===== src/irq_ctrl_defs.vh =====
`ifndef IRQ_CTRL_DEFS_VH
`define IRQ_CTRL_DEFS_VH

// ==========================================================================
// Register offsets (8-bit index space of the plain register port)
`define ADDR_CTRL        8'h00
`define ADDR_ENABLE_LO   8'h01
`define ADDR_ENABLE_HI   8'h02
`define ADDR_PRIO_H_LO   8'h03
`define ADDR_PRIO_H_HI   8'h04
`define ADDR_PRIO_L_LO   8'h05
`define ADDR_PRIO_L_HI   8'h06
`define ADDR_FLAGS_A     8'h07
`define ADDR_FLAGS_B     8'h08
`define ADDR_FLAGS_C     8'h09
`define ADDR_STATUS      8'h0a

// ==========================================================================
// Control register fields
`define CTRL_GLOBAL_EN   7
`define CTRL_TRIG_LSB    0

// ==========================================================================
// Flag register A: external, timer 0/1, uart 0
`define FA_EXT0          0
`define FA_EXT1          1
`define FA_EXT2          2
`define FA_EXT3          3
`define FA_TMR0          4
`define FA_TMR1          5
`define FA_U0RX          6
`define FA_U0TX          7

// Flag register B: timer 2/3, spi, adc, uart 1
`define FB_T2OV          0
`define FB_T2EX          1
`define FB_T3OV          2
`define FB_T3EX          3
`define FB_SPI           4
`define FB_ADC           5
`define FB_U1RX          6
`define FB_U1TX          7

// Flag register C: counter array, system flags
`define FC_CA_OV         0
`define FC_CA_MOD_LSB    1
`define FC_BO0           7

// ==========================================================================
// Reset values
`define RST_CTRL         8'h00
`define RST_BYTE         8'h00

// Vector entry points
`define VEC_BASE         16'h0003
`define VEC_STEP         16'h0008
`define VEC_TIMER3       16'h0083

`endif


===== src/irq_ctrl.v =====
// Decided for this implementation: strobed register access and the address map.
`timescale 1ns/1ps
`default_nettype none
`include "irq_ctrl_defs.vh"

module irq_ctrl #(
   parameter integer NUM_SRC = 16,
   parameter integer SYNC_LEN = 3
) (
   input  wire        clk,
   input  wire        reset,
   // Register port
   input  wire [7:0]  reg_addr,
   input  wire [7:0]  reg_wdata,
   input  wire        reg_wr,
   input  wire        reg_rd,
   output reg  [7:0]  reg_rdata,
   // External interrupt pins, active low
   input  wire        ext_irq_pin_0_n,
   input  wire        ext_irq_pin_1_n,
   input  wire        ext_irq_pin_2_n,
   input  wire        ext_irq_pin_3_n,
   // Peripheral set pulses (same clock)
   input  wire        timer0_overflow_set,
   input  wire        timer1_overflow_set,
   input  wire        timer2_overflow_set,
   input  wire        timer2_external_set,
   input  wire        timer3_overflow_set,
   input  wire        timer3_external_set,
   input  wire        uart0_rx_set,
   input  wire        uart0_tx_set,
   input  wire        uart1_rx_set,
   input  wire        uart1_tx_set,
   input  wire        serial_periph_done_set,
   input  wire        converter_done_set,
   input  wire        counter_array_overflow_set,
   input  wire [5:0]  counter_array_module_set,
   input  wire        brownout0_set,
   input  wire        brownout1_set,
   input  wire        watchdog_overflow_set,
   input  wire        keypad_match_set,
   input  wire        two_wire_port_set,
   // CPU side
   input  wire        cpu_can_take,
   input  wire        cpu_return,
   output wire        irq_call,
   output reg  [15:0] irq_vector,
   output reg  [3:0]  irq_source,
   output reg  [1:0]  active_level,
   output reg         in_service
);

   // =======================================================================
   // Helpers
   // Level rank 3 highest; pair {high,low} used directly as rank
   function [15:0] vec_of;
      input [3:0] src;
      begin
         if (src == 4'hf)
            vec_of = `VEC_TIMER3;
         else
            vec_of = `VEC_BASE + {9'h000, src, 3'h0};
      end
   endfunction

   // =======================================================================
   // Control and configuration registers
   reg [7:0]  ctrl_q;
   reg [15:0] enable_q;
   reg [15:0] prio_h_q;
   reg [15:0] prio_l_q;
   wire       global_irq_enable = ctrl_q[`CTRL_GLOBAL_EN];
   wire [3:0] ext_trigger_type  = ctrl_q[`CTRL_TRIG_LSB +: 4];

   // Flag registers
   reg [7:0]  flags_a_q;
   reg [7:0]  flags_b_q;
   reg [7:0]  flags_c_q;
   reg        two_wire_flag_q;
   reg        brownout1_flag_q;
   reg        watchdog_flag_q;
   reg        keypad_flag_q;

   // =======================================================================
   // Pin synchronisers: three stages, change counts when last two agree
   wire [3:0] pins_n = {ext_irq_pin_3_n, ext_irq_pin_2_n,
                        ext_irq_pin_1_n, ext_irq_pin_0_n};
   reg  [3:0] s1_q;
   reg  [3:0] s2_q;
   reg  [3:0] s3_q;
   reg  [3:0] pin_n_q;
   reg  [3:0] pin_n_prev_q;

   always @(posedge clk or posedge reset) begin
      if (reset) begin
         s1_q         <= 4'hf;
         s2_q         <= 4'hf;
         s3_q         <= 4'hf;
         pin_n_q      <= 4'hf;
         pin_n_prev_q <= 4'hf;
      end else begin
         s1_q         <= pins_n;
         s2_q         <= s1_q;
         s3_q         <= s2_q;
         pin_n_q      <= (s2_q & s3_q) | (pin_n_q & (s2_q ^ s3_q));
         pin_n_prev_q <= pin_n_q;
      end
   end

   // Falling edge in transition mode, low level otherwise
   wire [3:0] ext_fall = pin_n_prev_q & ~pin_n_q;
   wire [3:0] ext_level = ~pin_n_q;

   // =======================================================================
   // Request formation
   wire [15:0] req;
   assign req[0]  = flags_a_q[`FA_EXT0];
   assign req[1]  = flags_a_q[`FA_TMR0];
   assign req[2]  = flags_a_q[`FA_EXT1];
   assign req[3]  = flags_a_q[`FA_TMR1];
   assign req[4]  = flags_a_q[`FA_U0RX] | flags_a_q[`FA_U0TX];
   assign req[5]  = flags_b_q[`FB_T2OV] | flags_b_q[`FB_T2EX];
   assign req[6]  = flags_a_q[`FA_EXT2];
   assign req[7]  = flags_a_q[`FA_EXT3];
   assign req[8]  = flags_b_q[`FB_SPI];
   assign req[9]  = flags_b_q[`FB_ADC];
   assign req[10] = |flags_c_q[6:0];
   assign req[11] = flags_c_q[`FC_BO0] | brownout1_flag_q | watchdog_flag_q;
   assign req[12] = flags_b_q[`FB_U1RX] | flags_b_q[`FB_U1TX];
   assign req[13] = keypad_flag_q;
   assign req[14] = two_wire_flag_q;
   assign req[15] = flags_b_q[`FB_T3OV] | flags_b_q[`FB_T3EX];

   // Sample stage: gated requests registered, polled next cycle
   reg [15:0] sample_q;
   always @(posedge clk or posedge reset) begin
      if (reset)
         sample_q <= 16'h0000;
      else
         sample_q <= req & enable_q & {16{global_irq_enable}};
   end

   // =======================================================================
   // Polling: highest level, then lowest source number
   reg [1:0] best_lvl;
   reg [3:0] best_src;
   reg       best_hit;
   integer   i;

   always @* begin
      best_lvl = 2'b00;
      best_src = 4'h0;
      best_hit = 1'b0;
      // Scan from lowest priority so the first source of a level wins
      for (i = NUM_SRC - 1; i >= 0; i = i - 1) begin
         if (sample_q[i] &&
             (!best_hit || {prio_h_q[i], prio_l_q[i]} >= best_lvl)) begin
            best_lvl = {prio_h_q[i], prio_l_q[i]};
            best_src = i[3:0];
            best_hit = 1'b1;
         end
      end
   end

   // =======================================================================
   // In-service stack, one bit per level; equal or higher blocks
   reg  [3:0] busy_q;
   reg  [1:0] top_lvl;
   reg        any_busy;
   integer    k;

   always @* begin
      top_lvl  = 2'b00;
      any_busy = 1'b0;
      for (k = 0; k < 4; k = k + 1) begin
         if (busy_q[k]) begin
            top_lvl  = k[1:0];
            any_busy = 1'b1;
         end
      end
   end

   assign irq_call = best_hit && cpu_can_take &&
                     (!any_busy || best_lvl > top_lvl);

   always @(posedge clk or posedge reset) begin
      if (reset) begin
         busy_q       <= 4'h0;
         irq_vector   <= 16'h0000;
         irq_source   <= 4'h0;
         active_level <= 2'b00;
         in_service   <= 1'b0;
      end else begin
         if (irq_call) begin
            busy_q[best_lvl] <= 1'b1;
            irq_vector       <= vec_of(best_src);
            irq_source       <= best_src;
            active_level     <= best_lvl;
            in_service       <= 1'b1;
         end else if (cpu_return && any_busy) begin
            busy_q[top_lvl] <= 1'b0;
            in_service      <= |(busy_q & ~(4'h1 << top_lvl));
         end
      end
   end

   // Vectoring clears, same cycle as the call
   wire       ack_ext0 = irq_call && best_src == 4'h0;
   wire       ack_tmr0 = irq_call && best_src == 4'h1;
   wire       ack_ext1 = irq_call && best_src == 4'h2;
   wire       ack_tmr1 = irq_call && best_src == 4'h3;
   wire       ack_ext2 = irq_call && best_src == 4'h6;
   wire       ack_ext3 = irq_call && best_src == 4'h7;
   wire [3:0] ack_ext  = {ack_ext3, ack_ext2, ack_ext1, ack_ext0};

   // =======================================================================
   // Register writes and flag updates; hardware set beats any clear
   wire wr_ctrl = reg_wr && reg_addr == `ADDR_CTRL;
   wire wr_fa   = reg_wr && reg_addr == `ADDR_FLAGS_A;
   wire wr_fb   = reg_wr && reg_addr == `ADDR_FLAGS_B;
   wire wr_fc   = reg_wr && reg_addr == `ADDR_FLAGS_C;
   wire wr_st   = reg_wr && reg_addr == `ADDR_STATUS;

   reg [7:0] fa_d;
   reg [7:0] fb_d;
   reg [7:0] fc_d;
   integer   e;

   always @* begin
      fa_d = wr_fa ? reg_wdata : flags_a_q;
      fb_d = wr_fb ? reg_wdata : flags_b_q;
      fc_d = wr_fc ? reg_wdata : flags_c_q;
      // Timer 0/1 self-clear on vectoring
      if (ack_tmr0) fa_d[`FA_TMR0] = 1'b0;
      if (ack_tmr1) fa_d[`FA_TMR1] = 1'b0;
      for (e = 0; e < 4; e = e + 1) begin
         if (ext_trigger_type[e]) begin
            if (ack_ext[e]) fa_d[e] = 1'b0;
            if (ext_fall[e]) fa_d[e] = 1'b1;
         end else begin
            // Level mode: flag follows the pin
            fa_d[e] = ext_level[e];
         end
      end
      if (timer0_overflow_set) fa_d[`FA_TMR0] = 1'b1;
      if (timer1_overflow_set) fa_d[`FA_TMR1] = 1'b1;
      if (uart0_rx_set)        fa_d[`FA_U0RX] = 1'b1;
      if (uart0_tx_set)        fa_d[`FA_U0TX] = 1'b1;
      if (timer2_overflow_set) fb_d[`FB_T2OV] = 1'b1;
      if (timer2_external_set) fb_d[`FB_T2EX] = 1'b1;
      if (timer3_overflow_set) fb_d[`FB_T3OV] = 1'b1;
      if (timer3_external_set) fb_d[`FB_T3EX] = 1'b1;
      if (serial_periph_done_set) fb_d[`FB_SPI] = 1'b1;
      if (converter_done_set)  fb_d[`FB_ADC]  = 1'b1;
      if (uart1_rx_set)        fb_d[`FB_U1RX] = 1'b1;
      if (uart1_tx_set)        fb_d[`FB_U1TX] = 1'b1;
      if (counter_array_overflow_set) fc_d[`FC_CA_OV] = 1'b1;
      fc_d[6:1] = fc_d[6:1] | counter_array_module_set;
      if (brownout0_set)       fc_d[`FC_BO0]  = 1'b1;
   end

   // Status register write holds the extra system/keypad/two-wire flags
   always @(posedge clk or posedge reset) begin
      if (reset) begin
         ctrl_q           <= `RST_CTRL;
         enable_q         <= 16'h0000;
         prio_h_q         <= 16'h0000;
         prio_l_q         <= 16'h0000;
         flags_a_q        <= `RST_BYTE;
         flags_b_q        <= `RST_BYTE;
         flags_c_q        <= `RST_BYTE;
         brownout1_flag_q <= 1'b0;
         watchdog_flag_q  <= 1'b0;
         keypad_flag_q    <= 1'b0;
         two_wire_flag_q  <= 1'b0;
      end else begin
         if (wr_ctrl) ctrl_q <= reg_wdata;
         if (reg_wr && reg_addr == `ADDR_ENABLE_LO) enable_q[7:0]  <= reg_wdata;
         if (reg_wr && reg_addr == `ADDR_ENABLE_HI) enable_q[15:8] <= reg_wdata;
         if (reg_wr && reg_addr == `ADDR_PRIO_H_LO) prio_h_q[7:0]  <= reg_wdata;
         if (reg_wr && reg_addr == `ADDR_PRIO_H_HI) prio_h_q[15:8] <= reg_wdata;
         if (reg_wr && reg_addr == `ADDR_PRIO_L_LO) prio_l_q[7:0]  <= reg_wdata;
         if (reg_wr && reg_addr == `ADDR_PRIO_L_HI) prio_l_q[15:8] <= reg_wdata;
         flags_a_q <= fa_d;
         flags_b_q <= fb_d;
         flags_c_q <= fc_d;
         // Software write first, detector set overrides
         brownout1_flag_q <= brownout1_set | (wr_st ? reg_wdata[0] : brownout1_flag_q);
         watchdog_flag_q  <= watchdog_overflow_set |
                             (wr_st ? reg_wdata[1] : watchdog_flag_q);
         keypad_flag_q    <= keypad_match_set | (wr_st ? reg_wdata[2] : keypad_flag_q);
         two_wire_flag_q  <= two_wire_port_set |
                             (wr_st ? reg_wdata[3] : two_wire_flag_q);
      end
   end

   // =======================================================================
   // Read data, one cycle after the strobe; unmapped reads zero
   always @(posedge clk or posedge reset) begin
      if (reset) begin
         reg_rdata <= 8'h00;
      end else if (reg_rd) begin
         case (reg_addr)
            `ADDR_CTRL:      reg_rdata <= ctrl_q;
            `ADDR_ENABLE_LO: reg_rdata <= enable_q[7:0];
            `ADDR_ENABLE_HI: reg_rdata <= enable_q[15:8];
            `ADDR_PRIO_H_LO: reg_rdata <= prio_h_q[7:0];
            `ADDR_PRIO_H_HI: reg_rdata <= prio_h_q[15:8];
            `ADDR_PRIO_L_LO: reg_rdata <= prio_l_q[7:0];
            `ADDR_PRIO_L_HI: reg_rdata <= prio_l_q[15:8];
            `ADDR_FLAGS_A:   reg_rdata <= flags_a_q;
            `ADDR_FLAGS_B:   reg_rdata <= flags_b_q;
            `ADDR_FLAGS_C:   reg_rdata <= flags_c_q;
            `ADDR_STATUS:    reg_rdata <= {in_service, active_level, 1'b0, two_wire_flag_q,
                                           keypad_flag_q, watchdog_flag_q, brownout1_flag_q};
            default:         reg_rdata <= 8'h00;
         endcase
      end
   end

endmodule // irq_ctrl

`default_nettype wire


===== config.mk =====
export PLATFORM = sky130hd
export DESIGN_NAME = irq_ctrl
export DESIGN_NICKNAME = d
export VERILOG_FILES = /design/src/irq_ctrl.v
export VERILOG_INCLUDE_DIRS = /design/src
export SDC_FILE = /design/constraint.sdc
export NUM_CORES = 1
export LEC_CHECK = 0
export ABC_AREA = 1
export ABC_CLOCK_PERIOD_IN_PS = 19000
export BUFFER_PORTS_ARGS = -buffer_cell sky130_fd_sc_hd__buf_2
export CAP_MARGIN = 5
export CORE_ASPECT_RATIO = 2
export CORE_MARGIN = 1.5
export CORE_UTILIZATION = 40
export CTS_CLUSTER_DIAMETER = 30
export CTS_CLUSTER_SIZE = 12
export DETAILED_ROUTE_END_ITERATION = 7
export GPL_TIMING_DRIVEN = 0
export SYNTH_ARGS = -nofsm -noshare
export SYNTH_HDL_FRONTEND = slang
export SYNTH_SLANG_ARGS = --single-unit

===== constraint.sdc =====
create_clock -name clk -period 19 [get_ports clk]
set_input_delay 0.95 -clock clk [delete_from_list [all_inputs] [get_ports clk]]
set_output_delay 0.95 -clock clk [all_outputs]
set_load 0.03 [all_outputs]

## After elaboration in Yosys (flattened, before gate mapping)

Index checks and enable logic that the tools add are counted.

| operators by class | value |
|---|---|
| reduce and logical (&&, ||, !) cells | 88 |
| multiplexer cells | 100 |
| bitwise logic cells | 24 |
| magnitude comparators | 20 |
| add/sub/neg operators | 1 |
| shifts and indexed selects | 1 |
| eq/ne operators | 20 |

Operators by type and width:

| operator | number |
|---|---|
| 8-bit case mux with 11 select lines | 1 |
| 4-bit 2-to-1 mux | 18 |
| 1-bit 2-to-1 mux | 57 |
| 1-bit logical AND | 37 |
| 2-bit 2-to-1 mux | 18 |
| 16-bit bitwise AND | 2 |
| 8-bit by 3-bit == test with 1-bit output (second input constant) | 4 |
| 8-bit 2-to-1 mux | 4 |
| 2-bit greater-or-equal comparator | 15 |
| 2-bit nonzero test | 13 |
| 8-bit by 4-bit == test with 1-bit output (second input constant) | 3 |
| 4-bit bitwise AND | 5 |
| 8-bit by 2-bit == test with 1-bit output (second input constant) | 2 |
| 1-bit zero test | 16 |
| 1-bit logical OR | 16 |
| 4-bit by 1-bit inequality test with 1-bit output (second input constant) | 4 |
| 4-bit inverter | 3 |
| 1-bit OR | 10 |
| 2-bit by 7-bit adder with 8-bit output (first input constant) | 1 |
| 4-bit by 2-bit == test with 1-bit output (second input constant) | 2 |
| 4-bit by 3-bit == test with 1-bit output (second input constant) | 2 |
| 8-bit by 1-bit == test with 1-bit output (second input constant) | 1 |
| 8-bit zero test | 1 |
| 4-bit OR | 2 |
| 13 further kinds | 17 |

| word-level totals | value |
|---|---|
| word-level logic and storage cells | 296 |
| bits in registers | 155 |
| input port bits | 50 |
| output and inout port bits | 32 |

## Depth between registers and ports, before layout

| logic depth | value |
|---|---|
| word-level depth | 68 |
| gate-level depth with buffers | 136 |
| depth with buffers taken out | 136 |

## Worst setup path after synthesis

Ideal clock, no wire load.

| path | value |
|---|---|
| path type | register -> output |
| start | reg sample_q[15] |
| end | out irq_call |
| path buffers | 0 |
| stages on the path, launching flop included | 117 |
| data arrival time | 13.942 ns |
| data required time | 18.050 ns |
| setup slack | 4.108 ns |
| cells stage by stage | dfrtp_1 > nand2_1 > inv_1 > ha_1 > inv_1 > nand2_1 > nand2_1 > nand2_1 > nand2_1 > o21ai_0 > ha_1 > o21ai_0 > nand2_1 > nand2_1 > nand2_1 > o21ai_0 > ha_1 > o21ai_0 > [81 not listed] > nand2_1 > inv_1 > nand2_1 > nand2_1 > ha_1 > o21ai_0 > nand3b_1 > nand2_1 > inv_1 > nand2_1 > nand2_1 > ha_1 > inv_1 > nor2_1 > o21ai_0 > a21boi_0 > nand2_1 > clkinv_1 |

| on the way | value |
|---|---|
| word-level cells in the longest chain between the ends | 64 |
| elaborated cells between the ends (all ways) | 96 |
| those cells by class | order compare: 16; mux: 32; reduce/logical: 48 |

Ends and longest elaborated chain:

| item | line | RTL |
|---|---|---|
| start, declared | irq_ctrl.v:135 | `reg [15:0] sample_q;` |
| start signal, assigned | irq_ctrl.v:140 | `sample_q <= req & enable_q & {16{global_irq_enable}};` |
| 2-bit 2-to-1 mux or 1-bit 2-to-1 mux (tied branches) | irq_ctrl.v:156 | `if (sample_q[i] &&` |
| 2-bit greater-or-equal comparator or 1-bit zero test (tied branches) | irq_ctrl.v:157 | `(!best_hit \|\| {prio_h_q[i], prio_l_q[i]} >= best_lvl)) begin` |
| 1-bit logical OR | irq_ctrl.v:157 |  |
| 1-bit logical AND | irq_ctrl.v:156 |  |
| 2-bit 2-to-1 mux or 1-bit 2-to-1 mux (tied branches) | irq_ctrl.v:156 |  |
| 2-bit greater-or-equal comparator or 1-bit zero test (tied branches) | irq_ctrl.v:157 |  |
| 1-bit logical OR | irq_ctrl.v:157 |  |
| 1-bit logical AND | irq_ctrl.v:156 |  |
| [49 not listed] | - |  |
| 2-bit greater-or-equal comparator or 1-bit zero test (tied branches) | irq_ctrl.v:157 |  |
| 1-bit logical OR | irq_ctrl.v:157 |  |
| 1-bit logical AND | irq_ctrl.v:156 |  |
| 2-bit 2-to-1 mux * | irq_ctrl.v:156 |  |
| net best_lvl[1] | irq_ctrl.v:145 | `reg [1:0] best_lvl;` |
| 2-bit > comparator * | irq_ctrl.v:184 | `(!any_busy \|\| best_lvl > top_lvl);` |
| 1-bit logical OR * | irq_ctrl.v:184 |  |
| 1-bit logical AND * | irq_ctrl.v:183 | `assign irq_call = best_hit && cpu_can_take &&` |
| end, declared | irq_ctrl.v:46 | `output wire irq_call,` |

The timed path passes the listed nets; every way through them passes the cells marked *.

## Worst setup path after layout

| path | value |
|---|---|
| start | reg prio_l_q[15] |
| end | out irq_call |

| on the way | value |
|---|---|
| word-level cells in the longest chain between the ends | 64 |
| elaborated cells between the ends (all ways) | 94 |
| those cells by class | order compare: 16; mux: 31; reduce/logical: 47 |

Ends and longest elaborated chain:

| item | line | RTL |
|---|---|---|
| start, declared | irq_ctrl.v:71 | `reg [15:0] prio_l_q;` |
| start signal, assigned | irq_ctrl.v:283 | `` if (reg_wr && reg_addr == `ADDR_PRIO_L_HI) prio_l_q[15:8] <= reg_wdata; `` |
| 2-bit 2-to-1 mux * | irq_ctrl.v:156 |  |
| 2-bit greater-or-equal comparator | irq_ctrl.v:157 |  |
| 1-bit logical OR | irq_ctrl.v:157 |  |
| 1-bit logical AND | irq_ctrl.v:156 |  |
| 2-bit 2-to-1 mux or 1-bit 2-to-1 mux (tied branches) | irq_ctrl.v:156 |  |
| 2-bit greater-or-equal comparator or 1-bit zero test (tied branches) | irq_ctrl.v:157 |  |
| 1-bit logical OR | irq_ctrl.v:157 |  |
| 1-bit logical AND | irq_ctrl.v:156 |  |
| [49 not listed] | - |  |
| 2-bit greater-or-equal comparator or 1-bit zero test (tied branches) | irq_ctrl.v:157 |  |
| 1-bit logical OR | irq_ctrl.v:157 |  |
| 1-bit logical AND | irq_ctrl.v:156 |  |
| 2-bit 2-to-1 mux * | irq_ctrl.v:156 |  |
| net best_lvl[1] | irq_ctrl.v:145 |  |
| 2-bit > comparator * | irq_ctrl.v:184 |  |
| 1-bit logical OR * | irq_ctrl.v:184 |  |
| 1-bit logical AND * | irq_ctrl.v:183 |  |

Marked as above.

==> results.cfg <==
[final_layout]
nets = 1123
stdcell_area_mm2 = 0.00917
area_growth_pct = 17.1
antennaDiodeCount = 0
drive_above_1_share_pct = 18.9

[power_and_ir_drop]
ir_drop_uv = 71.5
leakage_nw = 4.51
p_per_area_mw_per_mm2 = 79.8
p_total_mw = 0.732

[timing]
skew_ns = 0.00850
min_period_over_period_pct = 90.1
fmax_mhz = 58.4
maxSlewViolCount = 0
setup_viol = 0
layout_setup_ws_ns = 1.87
whs_ns = 0.355
tns_ns = 0
relSlewSlack_pct = 28.2
worst_pin_slew_ns = 1.07
post-route-min-period_ns = 17.13
grt_setup_unrepaired = false
finalHoldViolCount = 0

[drt]
drtPass1Iterations = 5
wl_per_cell_um = 17.8
route.detailed.drc = 0
dr.first_iter.drc_count = 306
ant_nets = 0
viasPerCell = 5.19
routed_wl_mm = 23.4
num_vias = 6834

[placement]
dp_hpwl_mm = 18.3
place_area_mm2 = 0.00857
place_congestion = 0.956
port_buffers = 70
place_ws_ns = 1.96

[logic_synthesis]
syn_avg_cell_area_um2 = 8.29
synth_flop_cell = dfrtp_1
synth_area_leaders = dfrtp_1 (40%), nand2_1 (9.4%), dfstp_2 (6.7%)
yosysTopAreaCell = dfrtp_1
synth_top_area_share_pct = 39.9
synth-edff-count = 0
syn_area_mm2 = 0.00783
synth_most_common_cell = nand2_1
yosys-top-cells-count = nand2_1 (197), inv_1 (138), dfrtp_1 (125), o21ai_0 (101), nor2_1 (66)
ys_seq_elements = 145
synth_cells = 945
ys_warn_count = 0
synth-seq-area-share_pct = 46.7
synth_cell_types = 49
synthArstFlopShare_pct = 100

[worst_setup_path]
cp_slowest_cell = or3b_2
end_kind = primary output
critPathArrivalTime_ns = 16.18
path_max_fanout = 10
crit_type = reg2out
cpMostUsedCell = nand2_1
startpoint_type = flop
crit_path_max_incr_delay_ns = 0.44
required_ns = 18.05

[clock_tree]
clk_pin_slew_ns = 0.06
cts_tree = done
cts_htree_levels = 4
cts_buffers = 17
numClockSinks = 145
clockRootBuffer = clkbuf_16
cts_buffer_depth = 2
clk_latency_ns = 0.44

[job]
cap_violations = 0

[global_routing]
gr-total-overflow = 0
antenna_found_initial = 0
grt_pass1_wl_mm = 36.3
track_usage_pct = 24.4
grt_pass1_vias = 6723
grt_start_max_net_pins = 96

[die]
die_y_um = 201
rows = 72
coreArea_mm2 = 0.0193
die_w_um = 102
dieArea_mm2 = 0.0205
initial_utilization_pct = 40.6
io_pins = 82

[min_path]
holdCritPathClass = reg2reg

[status]
status = complete, no violations
[per-stage QoR]
step / utilization (%) / std cells
2_1_floorplan: - / 953
3_5_place_dp: 44.4 / 1283
5_1_grt: 47.6 / 1317
3_3_place_gp: 44.3 / 1282
4_1_cts: 47.5 / 1315
6_report: 47.6 / 1317
[layout by cell type, fill, tap and decap left out, types with 3 or more instances in the layout]
master     instances
conb_1             9
clkbuf_1          13
o22ai_1           19
dfstp_2           20
buf_2             70
nand2_4           13
inv_1            137
dfrtp_1          125
nand2_1          196
a221oi_1          15
clkbuf_8           4
ha_1              28
nand3_2           10
inv_2              4
nor2_1            66
o21ai_0          100
nand4_1            3
mux2_2             7
o21ai_1            4
nand2_2           17
nand3_1           55
a211o_1           12
clkinv_2           5
buf_4             12
a21o_1             4
a21oi_1           37
a211oi_1           4
nor3_1            11
nor4_1             3
clkbuf_16         19
[where the power goes]
part           internal (mW)  total (mW)  switching, mW
logic                 0.0227      0.0704         0.0478
clock network          0.195       0.324          0.129
registers              0.325       0.337         0.0122
[kinds of logic (layout without fill, tap and decap cells)]
logic type / count (synthesis) / count (layout) / share of synthesized area [%]
buf+inv: 167 / 272 / 8.48
other cells: 1 / 9 / 0.0479
fa+ha+maj: 28 / 28 / 4.47
compound gates: 207 / 207 / 15.6
flops: 145 / 145 / 46.7
mux: 7 / 7 / 1.01
simple gates: 390 / 390 / 23.7
[worst paths after layout]
path                              start            to  slack [ns]  depth (start not counted)
min reg2reg                     s1_q[3]       s2_q[3]        0.35                          0
max in group asynchronous         reset    pin_n_q[0]       17.57                          3
max reg2reg                prio_l_q[15]  flags_a_q[0]        2.68                        121
min                             s1_q[3]       s2_q[3]        0.35                          0
min in group asynchronous         reset  flags_c_q[7]        0.56                          2
max                        prio_l_q[15]      irq_call        1.87                        115
[per-layer routing]
layer | global-route usage [%] | up-vias | share of wire (%)
met3 | 4.63 | 74 | 3.6
met4 | 16.1 | 0 | 6.6
met1 | 24.0 | 3252 | 34
met2 | 44.6 | 190 | 55
met5 | 0 | - | 0
li1 | - | 3318 | -
[worst max-delay path: cells and delay by family, from the launching register on]
family / cells / cell delay [ns]
AND/OR/NAND/NOR: 58 / 5.73
flip-flops: 1 / 0.41
adder cells (fa/ha/maj): 16 / 4.44
AO/OA/AOI/OAI: 28 / 3.96
buffers and inverters: 13 / 1.17
[repair_timing]
action | in CTS | in global routing
hold buffers | 0 | 0
setup endpoints to repair | 0 | 1
gates resized for setup | 0 | 4
buffers inserted | 0 | 2
[area by class of cell]
cell class	count	area, um^2
Clock inverter	8	46.3
Sequential cell	145	3650
Fill cell	1973	10100
Clock buffer	24	534
Tap cell	259	324
Buffer	23	124
Inverter	144	549
Timing Repair Buffer	73	393
Multi-Input combinational cell	641	3550
[state kept, by name, indices dropped and copies added, names as in the netlist, 2 cells and up]
register / cells
active_level: 2
busy_q: 4
ctrl_q: 8
enable_q: 16
flags_a_q: 8
flags_b_q: 8
flags_c_q: 8
irq_source: 4
irq_vector: 6
pin_n_prev_q: 4
pin_n_q: 4
prio_h_q: 16
prio_l_q: 16
reg_rdata: 8
s1_q: 4
s2_q: 4
s3_q: 4
sample_q: 16
(Power assumes the default switching activity.)
